[config.mk]
export PLATFORM = sky130hd
export DESIGN_NAME = dsa_unit
export DESIGN_NICKNAME = d
export VERILOG_FILES = /design/src/rtl/dsa_pkg.sv /design/src/rtl/dsa_unit.sv
export SDC_FILE = /design/constraint.sdc
export NUM_CORES = 2
export LEC_CHECK = 0
export BUFFER_PORTS_ARGS = -buffer_cell sky130_fd_sc_hd__buf_2
export CAP_MARGIN = 20
export CORE_UTILIZATION = 55
export CTS_BUF_LIST = sky130_fd_sc_hd__clkbuf_8
export DETAILED_ROUTE_END_ITERATION = 12
export HOLD_SLACK_MARGIN = 0.08
export PLACE_DENSITY = 0.71
export REMOVE_ABC_BUFFERS = 1
export SYNTH_ARGS = -nofsm -noshare
export SYNTH_HDL_FRONTEND = slang
export SYNTH_MEMORY_MAX_BITS = 65536
export SYNTH_SLANG_ARGS = --single-unit
export TNS_END_PERCENT = 20
[constraint.sdc]
create_clock -name i_clk -period 7.3 [get_ports i_clk]
set_input_delay 0.73 -clock i_clk [delete_from_list [all_inputs] [get_ports i_clk]]
set_output_delay 0.73 -clock i_clk [all_outputs]
set_load 0.01 [all_outputs]
[src/rtl/dsa_pkg.sv]
// constants and types for the data-space access unit
// assumes a single core clock and a synchronous active-high reset
package dsa_pkg;
  localparam int ADDR_W = 16; // effective address width in bits
  localparam int PAGE_W = 8; // page select width, 8+16 = 24 bits = 16 Mbytes
  localparam int XA_W = 24; // extended address width
  localparam int DATA_W = 16; // word width
  localparam int BYTE_W = 8; // lane width
  localparam int RAM_WORDS = 256; // implemented ram words in this build
  localparam int RAM_AW = 8; // word index width of the ram array
  localparam int REGF_WORDS = 16; // implemented peripheral register words
  localparam int REGF_AW = 4; // word index width of the register array
  localparam logic [ADDR_W-1:0] PERIPH_LO = 16'h0000; // peripheral region start
  localparam logic [ADDR_W-1:0] PERIPH_HI = 16'h0FFF; // peripheral region end
  localparam logic [ADDR_W-1:0] NEAR_HI = 16'h1FFF; // near region end
  localparam logic [ADDR_W-1:0] RAM_LO = 16'h1000; // ram start
  localparam logic [ADDR_W-1:0] RAM_HI = 16'hCFFF; // ram end, 48 Kbytes max
  localparam int NEAR_AF_W = 13; // near absolute field width
  localparam logic [ADDR_W-1:0] STEP_BYTE = 16'h0001; // pointer step, byte op
  localparam logic [ADDR_W-1:0] STEP_WORD = 16'h0002; // pointer step, word op
  localparam logic [PAGE_W-1:0] PAGE_RST = 8'h00; // page select reset value
  localparam logic [DATA_W-1:0] ZERO_W = 16'h0000; // unimplemented read value
  // working register operations
  typedef enum logic [1:0] {DSA_WOP_NONE, DSA_WOP_SEXT, DSA_WOP_UCLR} dsa_wop_t;
endpackage

[src/rtl/dsa_unit.sv]
// data-space access unit: read and write paths, lanes, page extension, traps
// assumes the core holds request inputs stable for one cycle per access
`timescale 1ns/1ps
// Notes on behaviour
// - separate read and write address paths
// - sixteen-bit byte effective addresses, 64 Kbytes
// - page select extends reads and writes
// - unimplemented locations read as zero
// - low byte even, high byte odd
// - pointer post-step one byte, two word
// - byte read selects lane, lands low
// - two lanes, byte write hits one
// - odd word access raises address trap
// - misaligned write suppressed, trap afterward
// - byte load keeps register high byte
// - sign extend eight bits to sixteen
// - upper clear zeroes high byte
// - peripheral region 0x0000 to 0x0FFF
// - unused peripheral addresses read zero
// - near region via 13-bit field
// - whole space via direct or pointer
module dsa_unit (
  // clock and reset
  input wire logic i_clk,
  input wire logic i_rst,
  // read path from the read address generator
  input wire logic i_rd_req,
  input wire logic i_rd_byte,
  input wire logic i_rd_near,
  input wire logic i_rd_ptr,
  input wire logic [dsa_pkg::ADDR_W-1:0] i_rd_effective_address,
  // write path from the write address generator
  input wire logic i_wr_req,
  input wire logic i_wr_byte,
  input wire logic i_wr_near,
  input wire logic i_wr_ptr,
  input wire logic [dsa_pkg::ADDR_W-1:0] i_wr_effective_address,
  input wire logic [dsa_pkg::DATA_W-1:0] i_wr_data,
  // page selects
  input wire logic i_rpage_we,
  input wire logic i_wpage_we,
  input wire logic [dsa_pkg::PAGE_W-1:0] i_page_data,
  // working register operation
  input wire dsa_pkg::dsa_wop_t i_wop,
  input wire logic [dsa_pkg::DATA_W-1:0] i_wreg,
  // read answer
  output logic o_rd_valid,
  output logic [dsa_pkg::DATA_W-1:0] o_rd_data,
  output logic [dsa_pkg::DATA_W-1:0] o_rd_load,
  output logic [dsa_pkg::XA_W-1:0] o_rd_xaddr,
  output logic [dsa_pkg::ADDR_W-1:0] o_rd_ptr_nxt,
  output logic o_rd_periph,
  output logic o_rd_nearreg,
  // write answer
  output logic o_wr_done,
  output logic [1:0] o_wr_lane_en,
  output logic [dsa_pkg::XA_W-1:0] o_wr_xaddr,
  output logic [dsa_pkg::ADDR_W-1:0] o_wr_ptr_nxt,
  // working register result and trap
  output logic [dsa_pkg::DATA_W-1:0] o_wop_res,
  output logic o_addr_trap,
  // page select readback
  output logic [dsa_pkg::PAGE_W-1:0] o_rpage,
  output logic [dsa_pkg::PAGE_W-1:0] o_wpage
);
  import dsa_pkg::*;

  // region decode, shared by both paths
  function automatic logic in_periph(input logic [ADDR_W-1:0] a);
    in_periph = (a >= PERIPH_LO) && (a <= PERIPH_HI);
  endfunction
  function automatic logic in_ram(input logic [ADDR_W-1:0] a);
    in_ram = (a >= RAM_LO) && (a <= RAM_HI);
  endfunction
  function automatic logic in_near(input logic [ADDR_W-1:0] a);
    in_near = (a <= NEAR_HI);
  endfunction
  // peripheral word implemented in the register array
  function automatic logic periph_hit(input logic [ADDR_W-1:0] a);
    periph_hit = in_periph(a) && (a[ADDR_W-1:REGF_AW+1] == '0);
  endfunction
  // ram word implemented in the ram array
  function automatic logic ram_hit(input logic [ADDR_W-1:0] a);
    logic [ADDR_W-1:0] off;
    off = a - RAM_LO;
    ram_hit = in_ram(a) && (off[ADDR_W-1:RAM_AW+1] == '0);
  endfunction
  // post-step of a pointer by access size
  function automatic logic [ADDR_W-1:0] step(input logic [ADDR_W-1:0] a, input logic b);
    step = a + (b ? STEP_BYTE : STEP_WORD);
  endfunction

  // storage: two byte lanes per word, one decode per word
  logic [BYTE_W-1:0] ram_lo [RAM_WORDS]; // even-address bytes
  logic [BYTE_W-1:0] ram_hi [RAM_WORDS]; // odd-address bytes
  logic [BYTE_W-1:0] reg_lo [REGF_WORDS];
  logic [BYTE_W-1:0] reg_hi [REGF_WORDS];
  logic [PAGE_W-1:0] rpage_ff; // read page select
  logic [PAGE_W-1:0] wpage_ff; // write page select

  // combinational decode of the current requests
  logic rd_mis; // odd word read
  logic wr_mis; // odd word write
  logic rd_legal; // near-field reads must stay in the near region
  logic wr_legal;
  logic [1:0] nxt_lane; // byte-lane write enables
  logic [RAM_AW-1:0] rd_ri;
  logic [RAM_AW-1:0] wr_ri;
  logic [ADDR_W-1:0] rd_addr; // read effective address
  logic [ADDR_W-1:0] wr_addr; // write effective address
  logic [ADDR_W-1:0] rd_off;
  logic [ADDR_W-1:0] wr_off;
  logic [DATA_W-1:0] rd_word; // whole containing word
  logic [BYTE_W-1:0] rd_sel; // byte picked by address bit zero
  logic [DATA_W-1:0] nxt_rd_data;

  assign rd_addr = i_rd_effective_address;
  assign wr_addr = i_wr_effective_address;
  assign rd_mis = i_rd_req && !i_rd_byte && rd_addr[0];
  assign wr_mis = i_wr_req && !i_wr_byte && wr_addr[0];
  // a 13-bit field only reaches the near region; others use all 16 bits
  assign rd_legal = !i_rd_near || (rd_addr[ADDR_W-1:NEAR_AF_W] == '0);
  assign wr_legal = !i_wr_near || (wr_addr[ADDR_W-1:NEAR_AF_W] == '0);
  assign rd_off = rd_addr - RAM_LO;
  assign wr_off = wr_addr - RAM_LO;
  assign rd_ri = rd_off[RAM_AW:1];
  assign wr_ri = wr_off[RAM_AW:1];

  // lane enables: both for aligned word, one for byte, none if suppressed
  always_comb begin
    nxt_lane = 2'h0;
    if (i_wr_req && wr_legal && !wr_mis) begin
      if (!i_wr_byte) begin
        nxt_lane = 2'h3;
      end else begin
        nxt_lane = wr_addr[0] ? 2'h2 : 2'h1;
      end
    end
  end

  // read the whole word; unimplemented and unused locations give zero
  always_comb begin
    rd_word = ZERO_W;
    if (ram_hit(rd_addr)) begin
      rd_word = {ram_hi[rd_ri], ram_lo[rd_ri]};
    end else if (periph_hit(rd_addr)) begin
      rd_word = {reg_hi[rd_addr[REGF_AW:1]], reg_lo[rd_addr[REGF_AW:1]]};
    end
    if (!rd_legal) begin
      rd_word = ZERO_W;
    end
    rd_sel = rd_addr[0] ? rd_word[DATA_W-1:BYTE_W] : rd_word[BYTE_W-1:0];
    nxt_rd_data = i_rd_byte ? {{BYTE_W{1'b0}}, rd_sel} : rd_word;
  end

  // page select registers
  always_ff @(posedge i_clk) begin
    if (i_rst) begin
      rpage_ff <= PAGE_RST;
      wpage_ff <= PAGE_RST;
    end else begin
      if (i_rpage_we) begin
        rpage_ff <= i_page_data;
      end
      if (i_wpage_we) begin
        wpage_ff <= i_page_data;
      end
    end
  end

  // ram writes, per lane; contents are not reset, as real ram is not
  always_ff @(posedge i_clk) begin
    if (nxt_lane[0] && ram_hit(wr_addr)) begin
      ram_lo[wr_ri] <= i_wr_data[BYTE_W-1:0];
    end
    if (nxt_lane[1] && ram_hit(wr_addr)) begin
      ram_hi[wr_ri] <= i_wr_byte ? i_wr_data[BYTE_W-1:0] : i_wr_data[DATA_W-1:BYTE_W];
    end
  end

  // peripheral register writes, per lane; cleared by reset so that a
  // register read before its first write gives zero, not unknowns
  always_ff @(posedge i_clk) begin
    if (i_rst) begin
      for (int k = 0; k < REGF_WORDS; k++) begin
        reg_lo[k] <= '0;
        reg_hi[k] <= '0;
      end
    end else begin
      if (nxt_lane[0] && periph_hit(wr_addr)) begin
        reg_lo[wr_addr[REGF_AW:1]] <= i_wr_data[BYTE_W-1:0];
      end
      if (nxt_lane[1] && periph_hit(wr_addr)) begin
        reg_hi[wr_addr[REGF_AW:1]] <= i_wr_byte ? i_wr_data[BYTE_W-1:0]
                                                : i_wr_data[DATA_W-1:BYTE_W];
      end
    end
  end

  // read path outputs; a misaligned read still completes
  always_ff @(posedge i_clk) begin
    if (i_rst) begin
      o_rd_valid <= 1'b0;
      o_rd_data <= ZERO_W;
      o_rd_load <= ZERO_W;
      o_rd_xaddr <= '0;
      o_rd_ptr_nxt <= '0;
      o_rd_periph <= 1'b0;
      o_rd_nearreg <= 1'b0;
    end else begin
      o_rd_valid <= i_rd_req;
      if (i_rd_req) begin
        o_rd_data <= nxt_rd_data;
        // byte load merges into the register low byte only
        o_rd_load <= i_rd_byte ? {i_wreg[DATA_W-1:BYTE_W], rd_sel} : rd_word;
        o_rd_xaddr <= {rpage_ff, rd_addr};
        o_rd_ptr_nxt <= i_rd_ptr ? step(rd_addr, i_rd_byte) : rd_addr;
        o_rd_periph <= in_periph(rd_addr);
        o_rd_nearreg <= in_near(rd_addr);
      end
    end
  end

  // write path outputs; lane enables report what was written
  always_ff @(posedge i_clk) begin
    if (i_rst) begin
      o_wr_done <= 1'b0;
      o_wr_lane_en <= 2'h0;
      o_wr_xaddr <= '0;
      o_wr_ptr_nxt <= '0;
    end else begin
      o_wr_done <= i_wr_req;
      o_wr_lane_en <= nxt_lane;
      if (i_wr_req) begin
        o_wr_xaddr <= {wpage_ff, wr_addr};
        o_wr_ptr_nxt <= i_wr_ptr ? step(wr_addr, i_wr_byte) : wr_addr;
      end
    end
  end

  // trap pulse one cycle after the access, so the instruction completes first
  always_ff @(posedge i_clk) begin
    if (i_rst) begin
      o_addr_trap <= 1'b0;
    end else begin
      o_addr_trap <= rd_mis || wr_mis;
    end
  end

  // working register operations
  always_ff @(posedge i_clk) begin
    if (i_rst) begin
      o_wop_res <= ZERO_W;
    end else begin
      case (i_wop)
        DSA_WOP_SEXT: o_wop_res <= {{BYTE_W{i_wreg[BYTE_W-1]}}, i_wreg[BYTE_W-1:0]};
        DSA_WOP_UCLR: o_wop_res <= {{BYTE_W{1'b0}}, i_wreg[BYTE_W-1:0]};
        DSA_WOP_NONE: o_wop_res <= i_wreg;
        default: o_wop_res <= i_wreg;
      endcase
    end
  end

  // page readback
  always_ff @(posedge i_clk) begin
    if (i_rst) begin
      o_rpage <= PAGE_RST;
      o_wpage <= PAGE_RST;
    end else begin
      o_rpage <= rpage_ff;
      o_wpage <= wpage_ff;
    end
  end
endmodule

==> flow_metrics.env <==
export IMPL_yosys_warnings=0
export IMPL_rows=208
export IMPL_fin_area_um2=198000
export IMPL_slew_violations=0
export IMPL_setup_violations=0
export IMPL_nFillCells=22403
export IMPL_chipWidth_um=572
export IMPL_final_setup_worst_slack_ns=2.60
export IMPL_async_flop_share_pct=0
export IMPL_slowest_delay_ns=1.09
export IMPL_core_area_um2=322000
export IMPL_wl_met1_um=187000
export IMPL_placed_area_um2=184000
export IMPL_clkTransAtPathRegs_ns=0.07
export IMPL_firstDrtPassIters=7
export IMPL_hold_violations=0
export IMPL_cts_root_buf="clkbuf_8"
export IMPL_h_tree_depth=6
export IMPL_tightest_slew_ns=1.32
export IMPL_post_route_period_util_pct=64.3
export IMPL_fin_skew_ns=0.108
export IMPL_seqCellArea_um2=134000
export IMPL_multiInputGateArea_um2=40800
export IMPL_cts_buffers=694
export IMPL_ios=237
export IMPL_regToRegEndpoint="o_rd_data[3]"
export IMPL_cts_resized=0
export IMPL_initial_core_util_pct=55.5
export IMPL_die_area_um2=327000
export IMPL_worstHoldPathCells=4
export IMPL_cts_buffer_depth=4
export IMPL_path_max_fanout=8
export IMPL_status="finished, final reports clean"
export IMPL_rr_worst_depth=8
export IMPL_setup_tns_ns=0
export IMPL_area_delta_synth_final_pct=10.6
export IMPL_clk_latency_ns=1.22
export IMPL_grt_use_total_pct=32.8
export IMPL_clock_sinks=4511
export IMPL_peakVddDrop_mv=0.203
export IMPL_cts_tree="built"
export IMPL_die_height_um=572
export IMPL_routed_wl_um=539000
export IMPL_grt_setup_unrepaired="false"
export IMPL_end_kind="flip-flop"
export IMPL_place_gp_congestion=0.944
export IMPL_required_ns=8.45
export IMPL_max_freq_mhz=213
export IMPL_grt_pass1_vias=96170
export IMPL_vias_per_cell=6.83
export IMPL_seq_area_frac_synth_pct=74.9
export IMPL_grt_pass1_wl_um=744000
export IMPL_wl_met3_um=78100
export IMPL_drtIter0Drc=15894
export IMPL_dp_slack_ns=1.71
export IMPL_syn_area_um2=179000
export IMPL_regToRegSetupSlack_ns=3.50
export IMPL_cp_cell_sequence="dlygate4sd3_1 > buf_2 > inv_1 > ha_1 > xor2_1 > or3_1 > nor4_1 > o2111ai_1 > a211oi_1 > o22ai_1 > nand2b_1 > a311oi_1"
export IMPL_max_slew_margin_pct=12.0
export IMPL_wl_per_cell_um=37.1
export IMPL_synth_edf_count=4352
export IMPL_crit_path_start_kind="primary input"
export IMPL_cp_data_arrival_time_ns=5.85
export IMPL_ys_types=100
export IMPL_drc=0
export IMPL_synth_avg_cell_area_um2=20.0
export IMPL_r2r_start="ram_hi[228][3]"
export IMPL_period_minus_slack_ns=4.70
export IMPL_p_per_area_nw_per_um2=261
export IMPL_min_to="o_wr_ptr_nxt[1]"
export IMPL_grt_max_degree=214
export IMPL_slowest_stage="nor4_1"
export IMPL_antenna_found_initial=45
export IMPL_syn_inst=8944
export IMPL_dpl_hpwl_um=337000
export IMPL_top_layer="met5"
export IMPL_num_vias=99339
export IMPL_synth_main_ff_cell="edfxtp_1"
export IMPL_synth_seq_cells=4511
export IMPL_hold_path_class="in -> reg"
export IMPL_p_leak_nw=64.6
export IMPL_max_cap_violations=0
export IMPL_grt_remaining_overflow=0
export IMPL_holdCritStartpoint="i_wr_effective_address[1]"
export IMPL_dr_wl_met2_um=240000
export IMPL_portBuffers=236
export IMPL_antenna_left=0
export IMPL_critical_path_class="in -> reg"
export IMPL_layout_drive_gt1_share_pct=23.7
export IMPL_finalNetCount=9733
[cells in the mapped netlist (all sizes together) (31+ instances only)]
cell type / n / area share (%)
a211oi: 69 / 0.29
a21oi: 89 / 0.25
a221oi: 58 / 0.29
a22oi: 63 / 0.26
and3: 142 / 0.50
buf: 346 / 1.7
clkbuf: 238 / 0.62
dfxtp: 159 / 1.8
edfxtp: 4352 / 73
mux2i: 399 / 2.2
mux4: 1046 / 13
nand2: 322 / 0.68
nand2b: 31 / 0.11
nand3: 86 / 0.24
nor2: 849 / 1.8
nor2b: 68 / 0.24
nor3: 35 / 0.10
o21ai: 85 / 0.24
o22ai: 77 / 0.27
[how the worst max path moves through the flow]
| stage | start | to | slack [ns] | depth (start not counted) |
|---|---|---|---|---|
| global route | i_wr_effective_address[12] | ram_lo[60][4] | 2.78 | 12 |
| CTS | i_rd_effective_address[13] | o_rd_load[11] | 2.99 | 12 |
| floorplan | i_rd_effective_address[4] | o_rd_data[2] | 1.41 | 7 |
| finish | i_rd_effective_address[13] | o_rd_load[11] | 2.60 | 12 |
| global placement | i_rd_effective_address[1] | o_rd_load[12] | 1.60 | 10 |
| detailed placement | i_rd_effective_address[1] | o_rd_load[11] | 1.71 | 11 |
[cells by family after synthesis]
| kind of cell | after synthesis | share of synthesized area, % |
|---|---|---|
| AOI/OAI and AO/OA | 655 | 2.62 |
| xor gates and xnor gates | 29 | 0.142 |
| adders and majority gates | 15 | 0.113 |
| buffers and inverters | 617 | 2.41 |
| DFF | 4511 | 74.9 |
| muxes | 1463 | 15.7 |
| and+or+nand+nor | 1654 | 4.12 |
[flip-flops by register name, summed over array words and instances, names as in the netlist, 2 cells and up]
register	cells
ram_hi	2048
ram_lo	2048
reg_hi	128
reg_lo	128
o_rd_xaddr	24
o_wr_xaddr	24
o_rd_data	16
o_rd_ptr_nxt	16
o_wop_res	16
o_wr_ptr_nxt	16
o_rd_load	8
o_rpage	8
o_wpage	8
rpage_ff	8
wpage_ff	8
o_wr_lane_en	2
[cell type report]
| cell class | count | area share, % |
|---|---|---|
| diodes | 48 | 0.0607 |
| flip-flops and latches | 4511 | 67.7 |
| multi-input cells | 3816 | 20.6 |
| well taps | 4305 | 2.72 |
| inverters | 32 | 0.0905 |
| clock inverters | 530 | 1.46 |
| repair buffers | 577 | 2.34 |
| clock buffers | 716 | 4.98 |
[per-stage QoR]
stage          power, mW  hold WS [ns]  cells  utilization (%)
4_1_cts             51.6        0.0967  14484             61.3
6_report            51.6         0.199  14535             61.4
2_1_floorplan       30.5         0.456   8359                -
5_1_grt             52.8         0.193  14502             61.3
3_3_place_gp        32.2         0.450  13149             57.1
3_5_place_dp        32.3         0.468  13156             57.1
[placed cells by master, fill, tap and decap left out, types with 15 or more instances in the layout]
master	instances
nor3_1	30
clkinv_2	69
buf_2	221
xor2_1	15
inv_8	18
mux4_1	95
mux2_2	18
o211ai_1	16
a22oi_1	63
a31oi_1	28
inv_1	237
buf_4	213
o221ai_1	26
nand4_1	30
mux2i_1	391
nand3_1	85
dlygate4sd3_1	82
buf_12	41
nor4_1	15
o22ai_1	77
inv_6	19
dfxtp_1	159
o21ai_0	79
edfxtp_1	4352
nor2_1	838
clkinv_1	175
a21oi_1	89
nand2b_1	31
nand2_1	313
diode_2	48
nor2b_1	57
a221oi_1	57
and3_1	142
mux4_2	951
a211oi_1	68
clkbuf_8	725
[report_power, final]
| group | switching [mW] | internal [mW] | total [mW] |
|---|---|---|---|
| combinational | 2.26 | 0.988 | 3.24 |
| sequential | 0.0640 | 28.6 | 28.6 |
| clock | 10.1 | 9.68 | 19.7 |
| total | 12.4 | 39.2 | 51.6 |
[layer usage]
metal  vias up  track usage [%]
met5         -                0
met4        18             17.5
met3      1513             10.1
met2      8317             47.9
met1     51277             44.7
li1      38214                -
[worst max-delay path: cells and delay by family]
| family | cells | cell delay, ns |
|---|---|---|
| AND/OR/NAND/NOR | 3 | 2.21 |
| AO/OA/AOI/OAI | 4 | 1.56 |
| adder cells (fa/ha/maj) | 1 | 0.25 |
| XOR/XNOR | 1 | 0.18 |
| buffers and inverters | 3 | 0.91 |
[repair_timing]
item                                   in CTS  in global routing
buffers inserted                            0                  0
endpoints found under the hold margin     399                  0
hold buffers                               82                  0
setup endpoints to repair                   0                  0
No activity file was read; power rests on OpenSTA's default activity.
